--- src/design/pps_pkg.sv ---
/*
 * Package for the port statistics select register bank: register offset,
 * field positions, reset value, event type codes and the event carrier.
 * Assumes a 32-bit Wishbone data bus with byte addresses.
 */
package pps_pkg;

   localparam int          DATA_W        = 32;
   localparam int          SEL_W         = DATA_W / 8;
   localparam logic [7:0]  SEL_OFFSET    = 8'h00;
   localparam logic [31:0] SEL_RESET     = 32'h0000_0000;
   localparam logic [31:0] SEL_WMASK     = 32'hE08FE08F;
   localparam logic [31:0] UNMAPPED_DATA = 32'h0000_0000;

   // Field positions inside the select register
   localparam int C0_PRI3_BIT  = 0;
   localparam int C0_PRI2_BIT  = 1;
   localparam int C0_PRI1_BIT  = 2;
   localparam int C0_PRI0_BIT  = 3;
   localparam int C0_DIR_BIT   = 7;
   localparam int C0_TYPE_LSB  = 13;
   localparam int C1_PRI3_BIT  = 16;
   localparam int C1_PRI2_BIT  = 17;
   localparam int C1_PRI1_BIT  = 18;
   localparam int C1_PRI0_BIT  = 19;
   localparam int C1_DIR_BIT   = 23;
   localparam int C1_TYPE_LSB  = 29;
   localparam int TYPE_W       = 3;

   localparam logic DIR_RX = 1'b0;
   localparam logic DIR_TX = 1'b1;

   typedef enum logic [2:0] {
      PPS_EV_UC_REQ    = 3'h0,
      PPS_EV_UC_ALL    = 3'h1,
      PPS_EV_CS_RETRY  = 3'h2,
      PPS_EV_CS_OTHER  = 3'h3,
      PPS_EV_UC_WORDS  = 3'h4,
      PPS_EV_MC_PKT    = 3'h5,
      PPS_EV_MC_CS     = 3'h6,
      PPS_EV_MC_WORDS  = 3'h7
   } pps_ev_type_t;

   typedef enum logic [1:0] {
      PPS_PKT_REQUEST,
      PPS_PKT_RESPONSE,
      PPS_PKT_MAINT
   } pps_pkt_kind_t;

   // Traffic observed in one direction during one cycle
   typedef struct packed {
      logic          pkt_valid;
      logic          word_valid;
      logic [1:0]    prio;
      logic          mcast;
      pps_pkt_kind_t kind;
      logic          hop_zero;
      logic          retried;
      logic          cs_valid;
      logic          cs_retry;
      logic          cs_mcast;
   } pps_event_t;

   // Decoded setup of one statistics counter
   typedef struct packed {
      logic [3:0]   pri_en;
      logic         direction;
      pps_ev_type_t ev_type;
   } pps_ctr_cfg_t;

endpackage : pps_pkg

--- src/design/pps_select.sv ---
/*
 * Select register for statistics counters 0 and 1 of one switch port,
 * with a classic Wishbone slave and the event qualification that turns
 * observed traffic into one-cycle count strobes for both counters.
 * Assumes the counters live outside and add one per strobe, and that the
 * event inputs come from logic on clk_i.
 */
// Operation
// - Bit 0 set lets counter 0 count priority 3 packets.
// - Bits 1, 2, 3 enable priorities 2, 1, 0 for counter 0.
// - Counter 0 counts nothing when all its priority bits are zero.
// - All four priority bits set count packets of every priority.
// - Bits 16, 17, 18 enable priorities 3, 2, 1 for counter 1.
// - Bit 19 set lets counter 1 count priority 0 packets.
// - Counter 1 counts nothing when all its priority bits are zero.
// - Bit 7 picks receive (0) or transmit (1) traffic for counter 0.
// - Bit 23 picks receive (0) or transmit (1) traffic for counter 1.
// - Bits 13 to 15 pick counter 0 event type; retried packets never count.
// - Type 000 counts unicast requests only, no responses or maintenance.
// - Type 001 counts all unicast packets, maintenance too whatever hop_zero is.
// - Type 010 counts retry control symbols only.
// - Type 011 counts control symbols other than retry.
// - Type 100 counts each 32-bit word of accepted unicast packets.
// - Type 101 counts multicast packets only.
// - Type 110 counts multicast control symbols.
// - Type 111 counts each 32-bit word of multicast packets.
`timescale 1ns/1ps

module pps_select
   import pps_pkg::*;
#(
   parameter int ADDR_W = 8
) (
   input  wire logic              clk_i,
   input  wire logic              rst_i,
   input  wire logic              ce_i,
   // Wishbone slave
   input  wire logic              cyc_i,
   input  wire logic              stb_i,
   input  wire logic              we_i,
   input  wire logic [ADDR_W-1:0] adr_i,
   input  wire logic [SEL_W-1:0]  sel_i,
   input  wire logic [DATA_W-1:0] dat_i,
   output logic      [DATA_W-1:0] dat_o,
   output logic                   ack_o,
   // Observed traffic
   input  wire pps_event_t        ev_rx_i,
   input  wire pps_event_t        ev_tx_i,
   // Counter setup and count strobes
   output pps_ctr_cfg_t           ctr0_cfg_o,
   output pps_ctr_cfg_t           ctr1_cfg_o,
   output logic                   ctr0_inc_o,
   output logic                   ctr1_inc_o
);

   logic [DATA_W-1:0] sel_reg_q;
   logic              bus_req;
   logic              hit;
   logic [DATA_W-1:0] byte_mask;
   logic              ctr0_hit_d;
   logic              ctr1_hit_d;
   pps_ctr_cfg_t      ctr0_cfg_d;
   pps_ctr_cfg_t      ctr1_cfg_d;

   // Expand byte lanes into a bit mask
   function automatic logic [DATA_W-1:0] lane_mask(
      input logic [SEL_W-1:0] sel
   );
      logic [DATA_W-1:0] m;
      m = '0;
      for (int i = 0; i < SEL_W; i++) begin
         m[i*8 +: 8] = {8{sel[i]}};
      end
      return m;
   endfunction : lane_mask

   // Priority bit i of the field enables packet priority i
   function automatic logic prio_ok(
      input logic [3:0] pri_en,
      input logic [1:0] prio
   );
      return pri_en[prio];
   endfunction : prio_ok

   // Decide whether one direction's traffic counts under a setup
   function automatic logic qualify(
      input pps_ctr_cfg_t cfg,
      input pps_event_t   ev
   );
      logic hit_v;
      logic pkt_ok;
      logic word_ok;
      hit_v   = 1'b0;
      pkt_ok  = ev.pkt_valid && !ev.retried;
      word_ok = ev.word_valid && !ev.retried;
      case (cfg.ev_type)
         PPS_EV_UC_REQ: begin
            hit_v = pkt_ok && !ev.mcast
                    && ev.kind == PPS_PKT_REQUEST
                    && prio_ok(cfg.pri_en, ev.prio);
         end
         PPS_EV_UC_ALL: begin
            hit_v = pkt_ok && !ev.mcast
                    && prio_ok(cfg.pri_en, ev.prio);
         end
         PPS_EV_CS_RETRY: begin
            hit_v = ev.cs_valid && ev.cs_retry && !ev.cs_mcast;
         end
         PPS_EV_CS_OTHER: begin
            hit_v = ev.cs_valid && !ev.cs_retry && !ev.cs_mcast;
         end
         PPS_EV_UC_WORDS: begin
            hit_v = word_ok && !ev.mcast
                    && prio_ok(cfg.pri_en, ev.prio);
         end
         PPS_EV_MC_PKT: begin
            hit_v = pkt_ok && ev.mcast
                    && prio_ok(cfg.pri_en, ev.prio);
         end
         PPS_EV_MC_CS: begin
            hit_v = ev.cs_valid && ev.cs_mcast;
         end
         PPS_EV_MC_WORDS: begin
            hit_v = word_ok && ev.mcast
                    && prio_ok(cfg.pri_en, ev.prio);
         end
         default: begin
            hit_v = 1'b0;
         end
      endcase
      // An all-zero priority field turns the counter off
      if (cfg.pri_en == 4'h0) begin
         hit_v = 1'b0;
      end
      return hit_v;
   endfunction : qualify

   assign bus_req   = cyc_i && stb_i && !ack_o;
   assign byte_mask = lane_mask(sel_i);

   // Address decode
   always_comb begin
      if (adr_i[ADDR_W-1:2] == SEL_OFFSET[ADDR_W-1:2]) begin
         hit = 1'b1;
      end else begin
         hit = 1'b0;
      end
   end

   // Field decode of the stored register
   always_comb begin
      ctr0_cfg_d.pri_en[3] = sel_reg_q[C0_PRI3_BIT];
      ctr0_cfg_d.pri_en[2] = sel_reg_q[C0_PRI2_BIT];
      ctr0_cfg_d.pri_en[1] = sel_reg_q[C0_PRI1_BIT];
      ctr0_cfg_d.pri_en[0] = sel_reg_q[C0_PRI0_BIT];
      ctr0_cfg_d.direction = sel_reg_q[C0_DIR_BIT];
      ctr0_cfg_d.ev_type   = pps_ev_type_t'(
         sel_reg_q[C0_TYPE_LSB +: TYPE_W]);
      ctr1_cfg_d.pri_en[3] = sel_reg_q[C1_PRI3_BIT];
      ctr1_cfg_d.pri_en[2] = sel_reg_q[C1_PRI2_BIT];
      ctr1_cfg_d.pri_en[1] = sel_reg_q[C1_PRI1_BIT];
      ctr1_cfg_d.pri_en[0] = sel_reg_q[C1_PRI0_BIT];
      ctr1_cfg_d.direction = sel_reg_q[C1_DIR_BIT];
      ctr1_cfg_d.ev_type   = pps_ev_type_t'(
         sel_reg_q[C1_TYPE_LSB +: TYPE_W]);
   end

   // Event qualification for both counters
   always_comb begin
      if (ctr0_cfg_d.direction == DIR_TX) begin
         ctr0_hit_d = qualify(ctr0_cfg_d, ev_tx_i);
      end else begin
         ctr0_hit_d = qualify(ctr0_cfg_d, ev_rx_i);
      end
      if (ctr1_cfg_d.direction == DIR_TX) begin
         ctr1_hit_d = qualify(ctr1_cfg_d, ev_tx_i);
      end else begin
         ctr1_hit_d = qualify(ctr1_cfg_d, ev_rx_i);
      end
   end

   // Register write; reserved positions stay zero
   always_ff @(posedge clk_i) begin
      if (rst_i) begin
         sel_reg_q <= SEL_RESET;
      end else if (ce_i) begin
         if (bus_req && we_i && hit) begin
            sel_reg_q <= (sel_reg_q & ~(byte_mask & SEL_WMASK))
                         | (dat_i & byte_mask & SEL_WMASK);
         end
      end
   end

   // Wishbone acknowledge, one cycle after the request appears
   always_ff @(posedge clk_i) begin
      if (rst_i) begin
         ack_o <= 1'b0;
      end else if (ce_i) begin
         ack_o <= bus_req;
      end
   end

   // Read data; unmapped addresses read zero
   always_ff @(posedge clk_i) begin
      if (rst_i) begin
         dat_o <= UNMAPPED_DATA;
      end else if (ce_i) begin
         if (bus_req && !we_i && hit) begin
            dat_o <= sel_reg_q & SEL_WMASK;
         end else if (bus_req) begin
            dat_o <= UNMAPPED_DATA;
         end
      end
   end

   // Setup outputs mirror the register
   always_ff @(posedge clk_i) begin
      if (rst_i) begin
         ctr0_cfg_o <= '0;
         ctr1_cfg_o <= '0;
      end else if (ce_i) begin
         ctr0_cfg_o <= ctr0_cfg_d;
         ctr1_cfg_o <= ctr1_cfg_d;
      end
   end

   // Count strobes, one cycle after the qualifying event
   always_ff @(posedge clk_i) begin
      if (rst_i) begin
         ctr0_inc_o <= 1'b0;
         ctr1_inc_o <= 1'b0;
      end else if (ce_i) begin
         ctr0_inc_o <= ctr0_hit_d;
         ctr1_inc_o <= ctr1_hit_d;
      end
   end

endmodule : pps_select

--- config.mk ---
export PLATFORM = sky130hd
export DESIGN_NAME = pps_select
export DESIGN_NICKNAME = d
export VERILOG_FILES = /design/src/design/pps_pkg.sv /design/src/design/pps_select.sv
export SDC_FILE = /design/constraint.sdc
export NUM_CORES = 1
export LEC_CHECK = 0
export BUFFER_PORTS_ARGS = -buffer_cell sky130_fd_sc_hd__buf_4
export CAP_MARGIN = 20
export CORE_MARGIN = 8
export CORE_UTILIZATION = 30
export DETAILED_ROUTE_END_ITERATION = 16
export PLACE_DENSITY = 0.54
export SKIP_LAST_GASP = 1
export SLEW_MARGIN = 20
export SYNTH_ARGS = -nofsm -noshare
export SYNTH_HDL_FRONTEND = slang
export SYNTH_SLANG_ARGS = --single-unit
--- constraint.sdc ---
create_clock -name clk_i -period 1.68 [get_ports clk_i]
set_clock_uncertainty 0.15 [all_clocks]
set_input_delay 0.252 -clock clk_i [delete_from_list [all_inputs] [get_ports clk_i]]
set_output_delay 0.252 -clock clk_i [all_outputs]
set_load 0.005 [all_outputs]
**Yosys cells after proc, flatten, opt, wreduce, memory -nomap -nowiden**

Cells that the tools add are included.

- Bits in registers: 83
- Latch bits: 0
- Memory bits (writable): 0
- Memory bits (read-only): 0
- Bits of input ports: 74
- Word-level logic and storage cells: 122
- Memories: 0

- $add $sub $neg: 0
- Multipliers: 0
- Div/mod/pow operators: 0
- Magnitude comparators: 2
- Equality and inequality tests: 14
- Shift operators: 0
- Multiplexer cells: 21
- Bitwise gates (word level): 4
- Reductions and logical operators: 70

Operators with widths:

| operator | number |
|---|---|
| bitwise AND 32 bit | 2 |
| two-way mux 32 bit | 2 |
| logical AND 1 bit | 50 |
| NOT 32 bit | 1 |
| OR 32 bit | 1 |
| one-hot mux 1 bit (8 select lines) | 4 |
| equality test 3 bit (second input constant) | 8 |
| equality test 3 x 2 -> 1 bit (second input constant) | 4 |
| two-way mux 1 bit | 11 |
| logical NOT 1 bit | 10 |
| binary-select mux 1 bit (select 2 bit) | 4 |
| logical NOT 4 bit | 2 |
| equality test 3 x 1 -> 1 bit (second input constant) | 2 |
| logical NOT 3 bit | 2 |
| logical NOT 6 bit | 1 |
| < comparator 2 x 3 -> 1 bit (second input constant) | 2 |
| logical NOT 2 bit | 2 |
| AND reduction 2 bit | 2 |
| nonzero test 2 bit | 1 |

**Logic depth before layout (Yosys ltp)**

Gate-level depths: netlist of the first run.

- Depth in word-level cells: 8
- Gate-level depth with buffers: 7
- Depth with buffers taken out: 5

**Least setup slack after synthesis of the first run**

Ideal clock, no wire load.

- Path kind: register to register
- From: register ack_o
- To: register with a tool-made name
- Library setup time: 0.132 ns
- Arrival: 1.396 ns
- Data required time: 1.398 ns
- Setup slack: 0.002 ns
- Cell stages (with the launch flop): 7
- Buffers on the path: 1
- Period minus slack after synthesis: 1.678 ns
- Path through: dfxtp_1 nand4b_2 nor4_2 buf_4 nand2_1 nand2_1 a21oi_1

RTL lines:

| element | RTL line | text |
|---|---|---|
| start: declaration | pps_select.sv:45 | `output logic ack_o,` |
| start signal: assignment | pps_select.sv:199 | `ack_o <= bus_req;` |

==> metrics.cfg, run 1 <==
[run_status]
outcome = finished, violations left
violations = setup timing

[timing]
final_hold_viol_count = 0
finalSetupViolCount = 3
worstMarginPinSlew_ns = 0.594
layout_setup_ws_ns = -0.00545
rsz0062_at_grt = true
finalCriticalPeriod_ns = 1.69
slew_violations = 0
holdWs_ns = 0.0210
slew_headroom_pct = 60.4
fin_crit_sh_pct = 100
tns_ns = -0.0119
fmax_ghz = 0.593

[critical_path]
worstPathCellList = buf_4 -> or4_4 -> nor4_4 -> buf_4 -> buf_4 -> nand3_1 -> a21oi_1
timing.rr.start = ack_o$_SDFFE_PP0P_
startpoint = adr_i[6]
path_max_fanout = 5
start_kind = input port
slowest_delay_ns = 0.52
path_class = input port to register
critPathBufInv = 3
cpLargestDelayFamily = simple AND/OR/NAND/NOR gates
arrival_ns = 1.77
crit_slowest_cell = or4_4
cp.required_ns = 1.76
crit_path_frequent_cell = buf_4
worstSetupEndpointType = register

[synth]
synth_area_um2 = 2630
yosysTopAreaCell = dfxtp_1
synth-seq-area-share_pct = 38.9
ys.flop_type = dfxtp_1
syn_avg_cell_area_um2 = 8.87
syn_inst = 296
yosysWarnings = 0
netlist_top_cells_area = dfxtp_1 39%, mux2i_1 6.1%, buf_4 5.1%
synth_edf_count = 0
synthArstFlopShare_pct = 0
synth-seq-cells = 51
synth.distinct_cells = 50
yosys.area.top_type_share_pct = 38.9

[global_route]
grt_max_degree = 48
grt_pass1_wl_um = 12800
gr-usage-all-layers_pct = 13.4
grt_overflow_total = 0
first_global_vias = 2518
antenna_found_initial = 0

[final_layout]
syn2layout_area_growth_pct = 45.4
design_area_um2 = 3820
drive_gt1_share_pct = 46.4
final_cells = 515
final_util_pct = 44.4
antenna-diode-count = 0
nNetsFinal = 480

[detailed_routing]
dr.pass1.iters = 4
wl_per_cell_um = 16.4
wirelength_um = 8460
drt-initial-drc-count = 122
wl_met1_um = 3760
post-route-drc-count = 0
wl_met3_um = 695
via_count = 2524
final_antenna_net_count = 0
routed-wl-met2_um = 3940
vias_per_cell = 4.90
route.top_layer_used = met4

[run]
max_cap_violations = 0

[clock_network]
clockRootBuffer = clkbuf_8
htree_num_levels = 2
cts.sinks = 51
clk_pin_slew_ns = 0.09
clockBufferDepth = 2
cts_tree = built
cts_inserted_buffers = 5
clk-insertion-delay-late_ns = 0.30

[floorplan]
die_area_um2 = 12000
io_pins = 125
row_count = 34
die_x_um = 110
coreArea_um2 = 8590
dieHeight_um = 110
initial_core_util_pct = 30.6

[place]
io_buffers = 88
placed_area_um2 = 3490
dp.cells = 501
place.gp.congestion = 0.828
pre_cts_ws_ns = -0.176
dpl.hpwl_um = 6320

[pwr]
p_leak_nw = 1.56
power.density_nw_per_um2 = 577
p_total_mw = 2.20
vdd_ir_drop_max_mv = 0.325

[worst_hold_path]
hp-start = rst_i
min_path_type = input port to register

[timing repair]
item | CTS | global route
gates resized for setup | 0 | 43
hold buffers | 0 | 0
pin swaps | 0 | 22
setup buffers | 0 | 3
gates cloned | 0 | 3
endpoints found under the setup margin | 1 | 29
[power by group]
part           total [mW]  leakage, nW  internal (mW)  switching, mW
Sequential           1.21        0.412           1.21       0.000600
Clock               0.740       0.0484          0.338          0.402
Combinational       0.253         1.10          0.128          0.125
Total                2.20         1.56           1.67          0.528
[worst paths after layout]
path / end / slack (ns) / depth (start not counted)
max: register / -0.005 / 7
min: ctr0_cfg_o[2]$_SDFFE_PP0P_ / 0.02 / 2
max reg2reg: register / 0.07 / 6
min reg2reg: ctr0_cfg_o[1]$_SDFFE_PP0P_ / 0.35 / 2
[Yosys cell counts, types with 4 or more instances]
cell type	n
mux2i_1	16
nor2_2	10
a22oi_2	10
buf_4	18
buf_2	6
inv_1	5
o21ai_0	4
nor2_1	28
a21oi_1	24
nand2_1	26
mux4_2	4
dfxtp_1	51
nor2b_1	6
a22oi_1	8
nand3_1	18
a31oi_1	6
clkbuf_1	10
nor3_1	5
[cells in the final DEF (no fill, tap or decap), drive strengths merged, types with 2 or more instances in the layout]
master  Yosys  final
nand2      26     26
nor3        5      5
dfxtp      51     51
nor4        2      2
nor2       38     38
a311oi      2      2
buf        25    122
mux4        4      4
a21oi      24     24
nand2b      3      3
or4         3      3
mux2i      16     16
or2         2      2
nand3      18     18
conb        1     16
a31oi       6      6
or3b        3      3
o21ai       4      4
inv         5      5
xor2        2      2
nor4b       2      2
nor2b       6      6
a22oi      18     18
clkbuf     10      8
nand4       3      3
[per-layer routing]
metal,up-vias,global-route usage (%)
met3,4,4.22
met4,0,3.76
met2,91,21.2
met1,1172,17.1
li1,1257,-
met5,-,0
[layout make-up]
class,count,area [um2]
fillers,871,4770
multi-input cells,220,1570
flip-flops and latches,51,1020
repair buffers,123,977
well taps,108,135
clock buffers,7,86.3
inverters,5,21.3
clock inverters,1,8.76
[cell families after synthesis]
logic type	synth area share, %
simple gates	23.2
compound gates	18.8
flops	38.9
buf+inv	8.86
mux	9.53
xor+xnor	0.667
other cells	0.143
Note: power is estimated with default switching activity, not from simulation.
==> inputs of run 2 (changes only) <==
CORE_ASPECT_RATIO = 0.8   (was not set)
==> run 2 against run 1 <==
Compared with the run above:
- the run now ends clean
- sequential cell count unchanged
- via count is 0.91% lower
- cell count up 0.19%
- design area down 3.3%
- count of clock-buffer cells in the layout decreased by 1
- wire length fell by 3.4%
- register-to-register slack about the same
- global-route usage is 0.082 points lower
- die area grew 0.15%
- critical path depth did not move
- largest cell class unchanged
==> metrics.cfg, run 2 (synthesized netlist as in run 1, its figures left out) <==
[floorplan]
row_count = 30
die_x_um = 121
io_pins = 125
initial_core_util_pct = 31.0
coreArea_um2 = 8480
die_area_um2 = 12000
dieHeight_um = 99.7

[run]
max_cap_violations = 0

[final_layout]
design_area_um2 = 3690
drive_gt1_share_pct = 41.3
nNetsFinal = 477
antenna-diode-count = 0
layout.cells.most_common = buf_4
layout_common_cells = 117 x buf_4, 48 x dfxtp_1, 28 x nor2_1, 26 x nand2_1, 23 x a21oi_1
final_util_pct = 43.5
syn2layout_area_growth_pct = 40.6

[clock_network]
clk_pin_slew_ns = 0.09
clockRootBuffer = clkbuf_8
cts_inserted_buffers = 5
cts_tree = built
clockBufferDepth = 2
htree_num_levels = 2
cts.sinks = 51
clk-insertion-delay-late_ns = 0.31

[detailed_routing]
post-route-drc-count = 0
wirelength_um = 8170
vias_per_cell = 4.85
route.top_layer_used = met4
wl_met1_um = 3720
wl_per_cell_um = 15.8
dr.pass1.iters = 4
drt-initial-drc-count = 119
via_count = 2501
final_antenna_net_count = 0
wl_met3_um = 836
routed-wl-met2_um = 3520

[timing]
finalSetupViolCount = 0
fmax_ghz = 0.618
rsz0062_at_grt = true
holdWs_ns = 0.0305
tns_ns = 0
fin_crit_sh_pct = 96.3
finalCriticalPeriod_ns = 1.62
slew_violations = 0
layout_setup_ws_ns = 0.0628
final_hold_viol_count = 0

[critical_path]
crit_slowest_cell = or4_4
path_max_fanout = 16
start_kind = input port
cp.required_ns = 1.72
path_class = input port to register
worstSetupEndpointType = register
slowest_delay_ns = 0.55
worstPathCellList = buf_4 -> or4_4 -> nor4_4 -> buf_12 -> nand2_1 -> nand2_1 -> a21oi_1
arrival_ns = 1.65
crit_path_frequent_cell = nand2_1
cpLargestDelayFamily = simple AND/OR/NAND/NOR gates
critPathBufInv = 2

[global_route]
antenna_found_initial = 0
first_global_vias = 2556
grt_max_degree = 33
gr-usage-all-layers_pct = 13.3
grt_overflow_total = 0
grt_pass1_wl_um = 13000

[pwr]
power.density_nw_per_um2 = 644
p_leak_nw = 1.55
vdd_ir_drop_max_mv = 0.394

[run_status]
outcome = completed

[place]
pre_cts_ws_ns = -0.188
place.gp.congestion = 0.811
dpl.hpwl_um = 6490
io_buffers = 88
placed_area_um2 = 3540

[worst_hold_path]
min_path_type = input port to register

## run 2: cell types whose count changed in the layout (fill, tap and decap cells not counted), moves of 4 or more
cell     change
a21oi_1     +10
a21oi_2     -10
buf_6        -4
nand3_1     +10
nand3_2      -6
nand3_4      -4
## run 2: cell type report
cell class              instances  area [um2]
repair buffers                120         930
fillers                       911        4790
well taps                     112         140
clock inverters                 2        38.8
flip-flops and latches         51        1020
clock buffers                   6        82.6
inverters                       5        18.8
multi-input cells             220        1460
## run 2: final timing paths
kind | from | depth (start not counted) | to | slack (ns)
max reg2reg | register | 5 | ctr0_inc_o$_SDFFE_PP0P_ | 0.06
min | rst_i | 2 | register | 0.03
max | adr_i[7] | 7 | register | 0.06
min reg2reg | ctr1_cfg_o[4]$_SDFFE_PP0P_ | 2 | ctr1_cfg_o[4]$_SDFFE_PP0P_ | 0.36
## run 2: timing repair
action	CTS	global route
buffers inserted	0	0
setup endpoints to repair	26	15
endpoints found under the hold margin	0	0
pin swaps	1	7
hold buffers	0	0
resized for setup	2	7
## run 2: metrics by stage
step / power, mW / instances
6_report: 2.38 / 516
5_1_grt: 2.47 / 516
4_1_cts: 2.40 / 516
3_5_place_dp: 1.48 / 508
3_3_place_gp: 1.48 / 508
2_1_floorplan: 1.35 / 311
## run 2: power breakdown
group | total [mW] | switching [mW] | internal, mW
Combinational | 0.249 | 0.118 | 0.131
Clock | 0.919 | 0.428 | 0.491
Sequential | 1.21 | 0.000664 | 1.21
Total | 2.38 | 0.547 | 1.83
## run 2: metal layers
layer / vias to the layer above / GRT usage, %
met2: 94 / 20.6
met3: 11 / 5.10
met5: - / 0
li1: 1249 / -
met1: 1147 / 17.1
met4: 0 / 2.68
